**config.mk**
```make
export PLATFORM = sky130hd
export DESIGN_NAME = asr_top
export DESIGN_NICKNAME = d
export VERILOG_FILES = /design/src/common/asr_pkg.sv /design/src/core/asr_top.sv /design/src/core/asr_rx_sampler.sv
export SDC_FILE = /design/constraint.sdc
export NUM_CORES = 1
export LEC_CHECK = 0
export BUFFER_PORTS_ARGS = -buffer_cell sky130_fd_sc_hd__buf_2
export CORE_ASPECT_RATIO = 1.4
export CORE_MARGIN = 2
export CORE_UTILIZATION = 35
export CTS_CLUSTER_SIZE = 30
export DETAILED_ROUTE_END_ITERATION = 10
export GPL_TIMING_DRIVEN = 0
export PLACE_DENSITY = 0.59
export SKIP_LAST_GASP = 1
export SLEW_MARGIN = 40
export SYNTH_ARGS = -nofsm -noshare
export SYNTH_HDL_FRONTEND = slang
export SYNTH_HIERARCHICAL = 1
export SYNTH_SLANG_ARGS = --single-unit
```
**constraint.sdc**
```tcl
create_clock -name clk_sys -period 3.1 [get_ports clk_sys]
set_clock_uncertainty 0.2 [all_clocks]
set_input_delay 0 -clock clk_sys [delete_from_list [all_inputs] [get_ports clk_sys]]
set_output_delay 0 -clock clk_sys [all_outputs]
set_load 0.01 [all_outputs]
```
**src/common/asr_pkg.sv**
```systemverilog
// Purpose: shared constants and types of the serial receiver block
// Assumes: one 200 MHz clock, registers reached over APB
// Notes: a register's byte address is four times its index
package asr_pkg;
  // register indices
  localparam logic [7:0] IDX_RATE = 8'h2B;
  localparam logic [7:0] IDX_CTL1 = 8'h2C;
  localparam logic [7:0] IDX_CTL2 = 8'h2D;
  localparam logic [7:0] IDX_STAT = 8'h2E;
  localparam logic [7:0] IDX_DATA = 8'h2F;
  // serial_control_one fields
  localparam int C1_RX9  = 32'h7;
  localparam int C1_TX9  = 32'h6;
  localparam int C1_LEN  = 32'h4;
  localparam int C1_WAKE = 32'h3;
  // serial_control_two fields
  localparam int C2_TIE  = 32'h7;
  localparam int C2_TX_DONE_IRQ_EN = 32'h6;
  localparam int C2_RIE  = 32'h5;
  localparam int C2_QUIET_LINE_IRQ_EN = 32'h4;
  localparam int C2_TE   = 32'h3;
  localparam int C2_RE   = 32'h2;
  localparam int C2_RWU  = 32'h1;
  localparam int C2_SBK  = 32'h0;
  // serial_status fields
  localparam int ST_TX_BUFFER_EMPTY_FLAG = 32'h7;
  localparam int ST_TC   = 32'h6;
  localparam int ST_RECEIVE_FULL_FLAG = 32'h5;
  localparam int ST_IDLE = 32'h4;
  localparam int ST_OR   = 32'h3;
  localparam int ST_NF   = 32'h2;
  localparam int ST_FE   = 32'h1;
  localparam logic [7:0] ST_RX_MASK = 8'h3E;
  localparam logic [7:0] ST_TX_MASK = 8'hC0;
  localparam logic [7:0] STAT_RST   = 8'hC0;
  // timing
  localparam logic [15:0] RATE_RST = 16'h0033;
  localparam logic [3:0]  RT_LAST  = 4'hF;
  localparam logic [3:0]  SMP_A    = 4'h7;
  localparam logic [3:0]  SMP_B    = 4'h8;
  localparam logic [3:0]  SMP_C    = 4'h9;
  localparam logic [3:0]  FRAME8   = 4'hA;
  localparam logic [3:0]  FRAME9   = 4'hB;

  typedef enum logic [0:0] {
    RXM_IDLE = 1'h0,
    RXM_BUSY = 1'h1
  } asr_rxm_e;

  typedef enum logic [2:0] {
    REG_NONE = 3'h0,
    REG_RATE = 3'h1,
    REG_CTL1 = 3'h2,
    REG_CTL2 = 3'h3,
    REG_STAT = 3'h4,
    REG_DATA = 3'h5
  } asr_reg_e;

  typedef struct packed {
    logic       char_done;
    logic [8:0] data;
    logic       noise;
    logic       ferr;
    logic       addr_mark;
    logic       idle_hit;
  } asr_evt_s;

  typedef struct packed {
    asr_rxm_e   mode;
    logic [3:0] rt;
    logic [3:0] idx;
    logic [1:0] smp;
    logic [8:0] data;
    logic       noise;
    logic [7:0] quiet;
    logic       quiet_done;
    asr_evt_s   evt;
  } asr_smp_s;

  typedef struct packed {
    logic        rxs1;
    logic        rxs2;
    logic [15:0] rt_cnt;
    logic [15:0] rate_div;
    logic [3:0]  tbit_rt;
    logic        tx9;
    logic        nine;
    logic        wake;
    logic        rx9;
    logic [7:0]  ctl2;
    logic [7:0]  stat;
    logic [7:0]  arm;
    logic [7:0]  rbuf;
    logic [15:0] rdata;
    logic [7:0]  tbuf;
    logic        tfull;
    logic [10:0] tshift;
    logic [3:0]  tleft;
    logic        pre_q;
    logic        brk_q;
    logic        tx_busy;
    logic        txd;
  } asr_top_s;
endpackage

```
**src/core/asr_top.sv**
```systemverilog
// Purpose: serial receiver with wake-up, flags and transmit controls
// Assumes: APB master with zero-wait slave, rxd_pin asynchronous
// Notes: prdata is captured in the setup cycle
//
// The implementer's own choice: the APB interface to the registers.
`timescale 1ns/1ps
`default_nettype none
module asr_top #(
  parameter int          ADDR_W   = 8,
  parameter logic [15:0] RATE_RST = asr_pkg::RATE_RST
) (
  // clock and reset
  input  wire logic              clk_sys,
  input  wire logic              rst,
  // apb slave
  input  wire logic              psel,
  input  wire logic              penable,
  input  wire logic              pwrite,
  input  wire logic [ADDR_W-1:0] paddr,
  input  wire logic [31:0]       pwdata,
  output logic      [31:0]       prdata,
  output logic                   pready,
  output logic                   pslverr,
  // serial line
  input  wire logic              rxd_pin,
  output logic                   txd_pin,
  // interrupt request
  output logic                   irq
);
  if (ADDR_W < 8 || ADDR_W > 16) begin : g_chk
    $error("ADDR_W must lie in 8..16");
  end

  asr_pkg::asr_top_s q;
  asr_pkg::asr_top_s n;
  asr_pkg::asr_evt_s ev;
  asr_pkg::asr_reg_e sel;
  logic              rt_tick;
  logic              bit_tick;
  logic              acc;
  logic              wr2;
  logic              rd_data;
  logic              sleep;
  logic              take;
  logic [7:0]        clr;
  logic [3:0]        flen;
  logic [10:0]       fw;

  localparam asr_pkg::asr_top_s RST_Q = '{
    stat:     asr_pkg::STAT_RST,
    rate_div: RATE_RST,
    txd:      1'b1,
    rxs1:     1'b1,
    rxs2:     1'b1,
    default:  '0
  };

  function automatic asr_pkg::asr_reg_e dec(
    input logic [ADDR_W-1:0] a
  );
    logic [7:0] ix;
    ix = 8'(a >> 2);
    dec = asr_pkg::REG_NONE;
    if (a[1:0] == 2'h0 && (a >> 10) == '0) begin
      case (ix)
        asr_pkg::IDX_RATE: dec = asr_pkg::REG_RATE;
        asr_pkg::IDX_CTL1: dec = asr_pkg::REG_CTL1;
        asr_pkg::IDX_CTL2: dec = asr_pkg::REG_CTL2;
        asr_pkg::IDX_STAT: dec = asr_pkg::REG_STAT;
        asr_pkg::IDX_DATA: dec = asr_pkg::REG_DATA;
        default:           dec = asr_pkg::REG_NONE;
      endcase
    end
  endfunction

  assign sel     = dec(paddr);
  assign acc     = psel && penable;
  assign wr2     = acc && pwrite && sel == asr_pkg::REG_CTL2;
  assign rd_data = acc && !pwrite && sel == asr_pkg::REG_DATA;
  assign sleep   = q.ctl2[asr_pkg::C2_RWU];

  asr_rx_sampler u_smp (
    .clk_sys (clk_sys),
    .rst     (rst),
    .rt_tick (rt_tick),
    .enable  (q.ctl2[asr_pkg::C2_RE]),
    .nine    (q.nine),
    .rxd     (q.rxs2),
    .evt     (ev)
  );

  always_comb begin
    n = q;
    n.rxs1 = rxd_pin;
    n.rxs2 = q.rxs1;
    // 16x timing tick; divisor is software programmable
    rt_tick = (q.rt_cnt >= q.rate_div);
    n.rt_cnt = rt_tick ? 16'h0000 : q.rt_cnt + 16'h0001;
    if (rt_tick) begin
      n.tbit_rt = q.tbit_rt + 4'h1;
    end
    bit_tick = rt_tick && (q.tbit_rt == asr_pkg::RT_LAST);
    flen = q.nine ? asr_pkg::FRAME9 : asr_pkg::FRAME8;

    // read data is frozen in setup so prdata comes from a flop
    if (psel && !penable) begin
      n.rdata = 16'h0000;
      unique case (sel)
        asr_pkg::REG_RATE: n.rdata = q.rate_div;
        asr_pkg::REG_CTL1: begin
          n.rdata[asr_pkg::C1_RX9]  = q.rx9;
          n.rdata[asr_pkg::C1_TX9]  = q.tx9;
          n.rdata[asr_pkg::C1_LEN]  = q.nine;
          n.rdata[asr_pkg::C1_WAKE] = q.wake;
        end
        asr_pkg::REG_CTL2: n.rdata[7:0] = q.ctl2;
        asr_pkg::REG_STAT: n.rdata[7:0] = q.stat;
        asr_pkg::REG_DATA: n.rdata[7:0] = q.rbuf;
        asr_pkg::REG_NONE: n.rdata = 16'h0000;
      endcase
    end

    // clearing sequences first, so a same-cycle set wins
    clr = 8'h00;
    if (rd_data) begin
      clr = q.arm & asr_pkg::ST_RX_MASK;
    end
    if (acc && pwrite && sel == asr_pkg::REG_DATA) begin
      clr = q.arm & asr_pkg::ST_TX_MASK;
    end
    n.stat = q.stat & ~clr;
    n.arm = q.arm & ~clr;
    if (acc && !pwrite && sel == asr_pkg::REG_STAT) begin
      n.arm = q.rdata[7:0];
    end

    // receive side
    take = 1'b0;
    if (ev.addr_mark && sleep && q.wake) begin
      n.ctl2[asr_pkg::C2_RWU] = 1'b0;
    end
    if (ev.idle_hit && sleep && !q.wake) begin
      n.ctl2[asr_pkg::C2_RWU] = 1'b0;
    end
    if (ev.idle_hit && !sleep) begin
      n.stat[asr_pkg::ST_IDLE] = 1'b1;
    end
    if (ev.char_done && !sleep) begin
      if (n.stat[asr_pkg::ST_RECEIVE_FULL_FLAG]) begin
        // new character is dropped, framing result not reported
        n.stat[asr_pkg::ST_OR] = 1'b1;
      end else if (!n.stat[asr_pkg::ST_FE]) begin
        take = 1'b1;
        n.rbuf = ev.data[7:0];
        if (q.nine) begin
          n.rx9 = ev.data[8];
        end
        n.stat[asr_pkg::ST_RECEIVE_FULL_FLAG] = 1'b1;
        if (ev.ferr) begin
          n.stat[asr_pkg::ST_FE] = 1'b1;
        end
        if (ev.noise) begin
          n.stat[asr_pkg::ST_NF] = 1'b1;
        end
      end
    end

    // transmit side: frame word is stop, data, start, LSB first
    fw = q.nine ? {1'b1, q.tx9, q.tbuf, 1'b0}
                : {2'b11, q.tbuf, 1'b0};
    if (bit_tick) begin
      if (q.tleft != 4'h0) begin
        n.txd = q.tshift[0];
        n.tshift = {1'b1, q.tshift[10:1]};
        n.tleft = q.tleft - 4'h1;
      end else if (q.ctl2[asr_pkg::C2_TE] && q.pre_q) begin
        n.pre_q = 1'b0;
        n.txd = 1'b1;
        n.tshift = 11'h7FF;
        n.tleft = flen - 4'h1;
        n.tx_busy = 1'b1;
      end else if (q.ctl2[asr_pkg::C2_TE] &&
                   (q.brk_q || q.ctl2[asr_pkg::C2_SBK])) begin
        n.brk_q = 1'b0;
        n.txd = 1'b0;
        n.tshift = 11'h000;
        n.tleft = flen - 4'h1;
        n.tx_busy = 1'b1;
      end else if (q.ctl2[asr_pkg::C2_TE] && q.tfull) begin
        n.tfull = 1'b0;
        n.stat[asr_pkg::ST_TX_BUFFER_EMPTY_FLAG] = 1'b1;
        n.txd = fw[0];
        n.tshift = {1'b1, fw[10:1]};
        n.tleft = flen - 4'h1;
        n.tx_busy = 1'b1;
      end else begin
        n.txd = 1'b1;
        n.tx_busy = 1'b0;
        if (q.tx_busy) begin
          n.stat[asr_pkg::ST_TC] = 1'b1;
        end
        if (!q.ctl2[asr_pkg::C2_TE] && q.tfull) begin
          // disabled transmitter drops a waiting character
          n.tfull = 1'b0;
          n.stat[asr_pkg::ST_TX_BUFFER_EMPTY_FLAG] = 1'b1;
        end
      end
    end

    // register writes last; a software write to sleep wins
    if (acc && pwrite) begin
      unique case (sel)
        asr_pkg::REG_RATE: n.rate_div = pwdata[15:0];
        asr_pkg::REG_CTL1: begin
          n.tx9  = pwdata[asr_pkg::C1_TX9];
          n.nine = pwdata[asr_pkg::C1_LEN];
          n.wake = pwdata[asr_pkg::C1_WAKE];
        end
        asr_pkg::REG_CTL2: begin
          n.ctl2 = pwdata[7:0];
          if (pwdata[asr_pkg::C2_TE] && !q.ctl2[asr_pkg::C2_TE]) begin
            n.pre_q = 1'b1;
          end
          if (pwdata[asr_pkg::C2_SBK]) begin
            n.brk_q = 1'b1;
          end
        end
        asr_pkg::REG_DATA: begin
          n.tbuf = pwdata[7:0];
          n.tfull = 1'b1;
        end
        asr_pkg::REG_STAT: n.tbuf = q.tbuf;
        asr_pkg::REG_NONE: n.tbuf = q.tbuf;
      endcase
    end
  end

  always_ff @(posedge clk_sys) begin
    if (rst) begin
      q <= RST_Q;
    end else begin
      q <= n;
    end
  end

  assign prdata  = {16'h0000, q.rdata};
  assign pready  = 1'b1;
  assign pslverr = acc && sel == asr_pkg::REG_NONE;
  assign txd_pin = q.txd;
  assign irq = (q.ctl2[asr_pkg::C2_TIE] & q.stat[asr_pkg::ST_TX_BUFFER_EMPTY_FLAG]) |
               (q.ctl2[asr_pkg::C2_TX_DONE_IRQ_EN] & q.stat[asr_pkg::ST_TC]) |
               (q.ctl2[asr_pkg::C2_RIE] &
                (q.stat[asr_pkg::ST_RECEIVE_FULL_FLAG] | q.stat[asr_pkg::ST_OR])) |
               (q.ctl2[asr_pkg::C2_QUIET_LINE_IRQ_EN] & q.stat[asr_pkg::ST_IDLE]);
endmodule // asr_top
`default_nettype wire

```
**src/core/asr_rx_sampler.sv**
```systemverilog
// Purpose: bit recovery and character framing of the receive line
// Assumes: rxd already synchronised, rt_tick at 16x bit rate
// Notes: events are one-cycle pulses from flops
`timescale 1ns/1ps
`default_nettype none
module asr_rx_sampler (
  // clock and reset
  input  wire logic             clk_sys,
  input  wire logic             rst,
  // timing and control
  input  wire logic             rt_tick,
  input  wire logic             enable,
  input  wire logic             nine,
  // line and events
  input  wire logic             rxd,
  output asr_pkg::asr_evt_s     evt
);
  asr_pkg::asr_smp_s q;
  asr_pkg::asr_smp_s n;
  logic [2:0] votes;
  logic       bit_v;
  logic       odd;
  logic [3:0] last;
  logic [3:0] flen;

  always_comb begin
    n = q;
    n.evt = '0;
    votes = {q.smp, rxd};
    bit_v = (votes[0] & votes[1]) | (votes[0] & votes[2]) |
            (votes[1] & votes[2]);
    odd = (|votes) & ~(&votes);
    flen = nine ? asr_pkg::FRAME9 : asr_pkg::FRAME8;
    last = flen - 4'h1;
    if (!enable) begin
      n.mode = asr_pkg::RXM_IDLE;
      n.quiet = 8'h00;
      n.quiet_done = 1'b0;
    end else if (rt_tick) begin
      unique case (q.mode)
        asr_pkg::RXM_IDLE: begin
          if (!rxd) begin
            n.mode = asr_pkg::RXM_BUSY;
            n.rt = 4'h1;
            n.idx = 4'h0;
            n.noise = 1'b0;
            n.data = 9'h000;
            n.quiet = 8'h00;
            n.quiet_done = 1'b0;
          end else if (!q.quiet_done) begin
            if (q.quiet == {flen, 4'h0}) begin
              n.evt.idle_hit = 1'b1;
              n.quiet_done = 1'b1;
            end else begin
              n.quiet = q.quiet + 8'h01;
            end
          end
        end
        asr_pkg::RXM_BUSY: begin
          n.rt = q.rt + 4'h1;
          if (q.rt == asr_pkg::SMP_A || q.rt == asr_pkg::SMP_B) begin
            n.smp = {q.smp[0], rxd};
          end
          if (q.rt == asr_pkg::SMP_C) begin
            n.idx = q.idx + 4'h1;
            n.noise = q.noise | odd;
            if (q.idx == 4'h0 && bit_v) begin
              // a start bit that votes high was a glitch
              n.mode = asr_pkg::RXM_IDLE;
            end else if (q.idx == last) begin
              n.evt.char_done = 1'b1;
              n.evt.data = q.data;
              n.evt.noise = q.noise | odd;
              n.evt.ferr = ~bit_v;
              n.mode = asr_pkg::RXM_IDLE;
            end else if (q.idx != 4'h0) begin
              n.data[q.idx - 4'h1] = bit_v;
              if (q.idx == last - 4'h1 && bit_v) begin
                n.evt.addr_mark = 1'b1;
              end
            end
          end
        end
      endcase
    end
  end

  always_ff @(posedge clk_sys) begin
    if (rst) begin
      q <= '{mode: asr_pkg::RXM_IDLE, default: '0};
    end else begin
      q <= n;
    end
  end

  assign evt = q.evt;
endmodule // asr_rx_sampler
`default_nettype wire

```
==> reports/metrics.cfg <==
[status]
status = finished, final reports clean

[routing]
postRouteAntennaNets = 0
drc = 0
vias_per_cell = 4.97
wl_per_cell_um = 15.0
first_iter_violations = 356
vias = 6842
drt-pass1-iter-count = 5
wl_um = 20700

[synth]
ys.flop_type = dfxtp_1
ys_seq_area_share_pct = 40.6
synth.largest_area_cell = dfxtp_1
async_reset_ff_share_pct = 0
synth_edf_count = 0
synthDominantCellAreaShare_pct = 40.6
syn_area_per_cell_um2 = 8.36
synth_area_leaders = dfxtp_1 41%, nand2_1 6.3%, a21oi_1 5.8%, buf_4 4.6%, ha_1 4.4%
yosysWarningCount = 6
synth_cell_types = 75
yosys_register_bits = 160
syn-instance-count = 944
synthesis.area_um2 = 7890

[cells_and_area]
areaGrowthSynthToFinish_pct = 21.4
fin_nets = 1136
diodes = 0
multiInputGateArea_um2 = 4150
layout_common_cells = 160 x dfxtp_1, 131 x nand2_1, 91 x a21oi_1
stdcell_count = 1376
fillers = 2225
final_area_um2 = 9580
final_common_cell = dfxtp_1
drive_gt1_share_pct = 17.0
regArea_um2 = 3200

[clock_tree]
cts_max_path_buffers = 2
clkTransAtPathRegs_ns = 0.07
ctsHtreeMaxLevel = 4
cts-root-buf = clkbuf_16
tritoncts.num_buffers = 17
clk_latency_ns = 0.43
cts.sinks = 160
cts_tree = yes

[global_route]
grt_pass1_vias = 6578
grt_max_degree = 17
grt_pass1_wl_um = 32900
track_usage_pct = 17.6
grt-ovfl-total = 0
grt_antenna_before_repair = 0

[sta]
hold_violations = 0
setup_viol = 0
rsz0062_at_grt = yes
fin_crit_sh_pct = 95.3
finalCriticalPeriod_ns = 2.95
tightestPinTransition_ns = 0.838
relSlewSlack_pct = 44.0
slew_violations = 0
timing.fmax_ghz = 0.339
timing.hold.ws_ns = 0.0687

[worst_setup_path]
start_kind = flop
crit_path_end_kind = flop
required_ns = 3.22
critPathArrivalTime_ns = 3.08
crit_start = q[100]
critical_path_class = reg2reg
regToRegStartpoint = q[100]
critical_path.max_fanout = 9

[power_and_ir_drop]
p_leak_nw = 3.90
p_per_area_nw_per_um2 = 455
peakVddDrop_mv = 0.329
total_power_mw = 4.36

[min_path]
min_from = pwrite
hp-class = in2reg

[die]
fp-row-count = 65
core_um2 = 22400
die_h_um = 182
ioPinCount = 82
dieWidth_um = 131
initial_core_util_pct = 35.3
dieArea_um2 = 23800

[place]
hpwl_um = 15100
dpl.cell_count = 1306
dpl_cell_area_um2 = 8560
gp_congestion = 0.815
portBuffers = 46

[flow_run]
maxCapViolCount = 0

[synthesized netlist by cell type (9+ instances only)]
master	number
dfxtp_1	160
nand2_1	132
a21oi_1	92
nor2_1	84
buf_4	48
inv_1	37
nand3_1	36
clkbuf_1	31
ha_1	28
o21ai_0	20
mux2i_1	19
and3_1	16
and2_1	15
xnor2_1	15
xor2_1	15
nor3_1	14
nor2b_1	13
nand4_1	12
nand2b_1	10
nand3b_1	10
a211o_1	9
o2111ai_1	9
o21ai_1	9
[cell type report]
class                   count  share of cell area [%]
multi-input cells         673                    43.3
plain buffers              90                    5.76
well taps                 301                    3.93
repair buffers             83                    6.01
clock inverters            14                    1.63
clock buffers              18                    4.48
flip-flops and latches    160                    33.4
inverters                  37                    1.45
[sequential cells by signal (all words and copies together), names as in the netlist]
| register | cells |
|---|---|
| u_smp/evt | 14 |
| txd_pin | 1 |
| n | 1 |
| q | 98 |
| prdata | 16 |
| u_smp/q | 30 |
[critical path, stage by stage (launching register included)]
cell and delay (ns):
dfxtp_1 0.41, inv_1 0.07, ha_1 0.26, nand2b_1 0.14, a2111o_1 0.43, nand3_2 0.20
nand3_4 0.15, nand2_4 0.14, nor3_4 0.08, and4_1 0.22, buf_6 0.13, and3_1 0.16
a211o_1 0.26
[metal layers]
| layer | vias up | part of all wire, % | track usage, % | wire length, um |
|---|---|---|---|---|
| met3 | 42 | 2.5 | 3.03 | 526 |
| met2 | 119 | 51 | 31.1 | 10600 |
| met5 | - | 0 | 0 | 0 |
| met1 | 3222 | 43 | 20.4 | 8800 |
| li1 | 3459 | - | - | - |
| met4 | 0 | 3.6 | 7.70 | 735 |
[what timing repair did]
item / 4_1_cts / 5_1_grt
endpoints found under the setup margin: 19 / 35
pin swaps: 2 / 6
buffers inserted: 3 / 7
cloned: 0 / 2
endpoints found under the hold margin: 65 / 0
gates resized for setup: 7 / 7
hold buffers: 27 / 0
[report_power, final]
part	total [mW]	leakage (nW)	switching, mW	internal (mW)
registers	2.07	1.29	0.00731	2.06
logic	0.190	2.34	0.112	0.0779
clock network	2.10	0.267	0.904	1.20
[worst paths after layout]
check                 to  slack, ns  depth (start not counted)
max          u_smp/q[25]       0.15                         12
min                q[56]       0.07                          5
max reg2reg  u_smp/q[25]       0.15                         12
min reg2reg       q[116]       0.21                          1
[per-stage QoR]
stage,util [%],TNS (ns),setup slack [ns]
after floorplan,-,0,0.254
after global placement,38.3,-5.00,-0.425
after detailed placement,38.3,-4.78,-0.396
after CTS,42.4,0,0.0233
after global routing,42.8,-0.520,-0.0582
final,42.8,0,0.146
[cells by family after synthesis]
kind of cell,Yosys count,synth area share [%]
buf+inv,128,8.77
other cells,2,0.0951
compound gates,196,15.9
mux,25,3.27
xor+xnor,30,3.33
fa+ha+maj,29,4.56
simple gates,374,23.5
flops,160,40.6
Power figures use the tool's default switching activity.
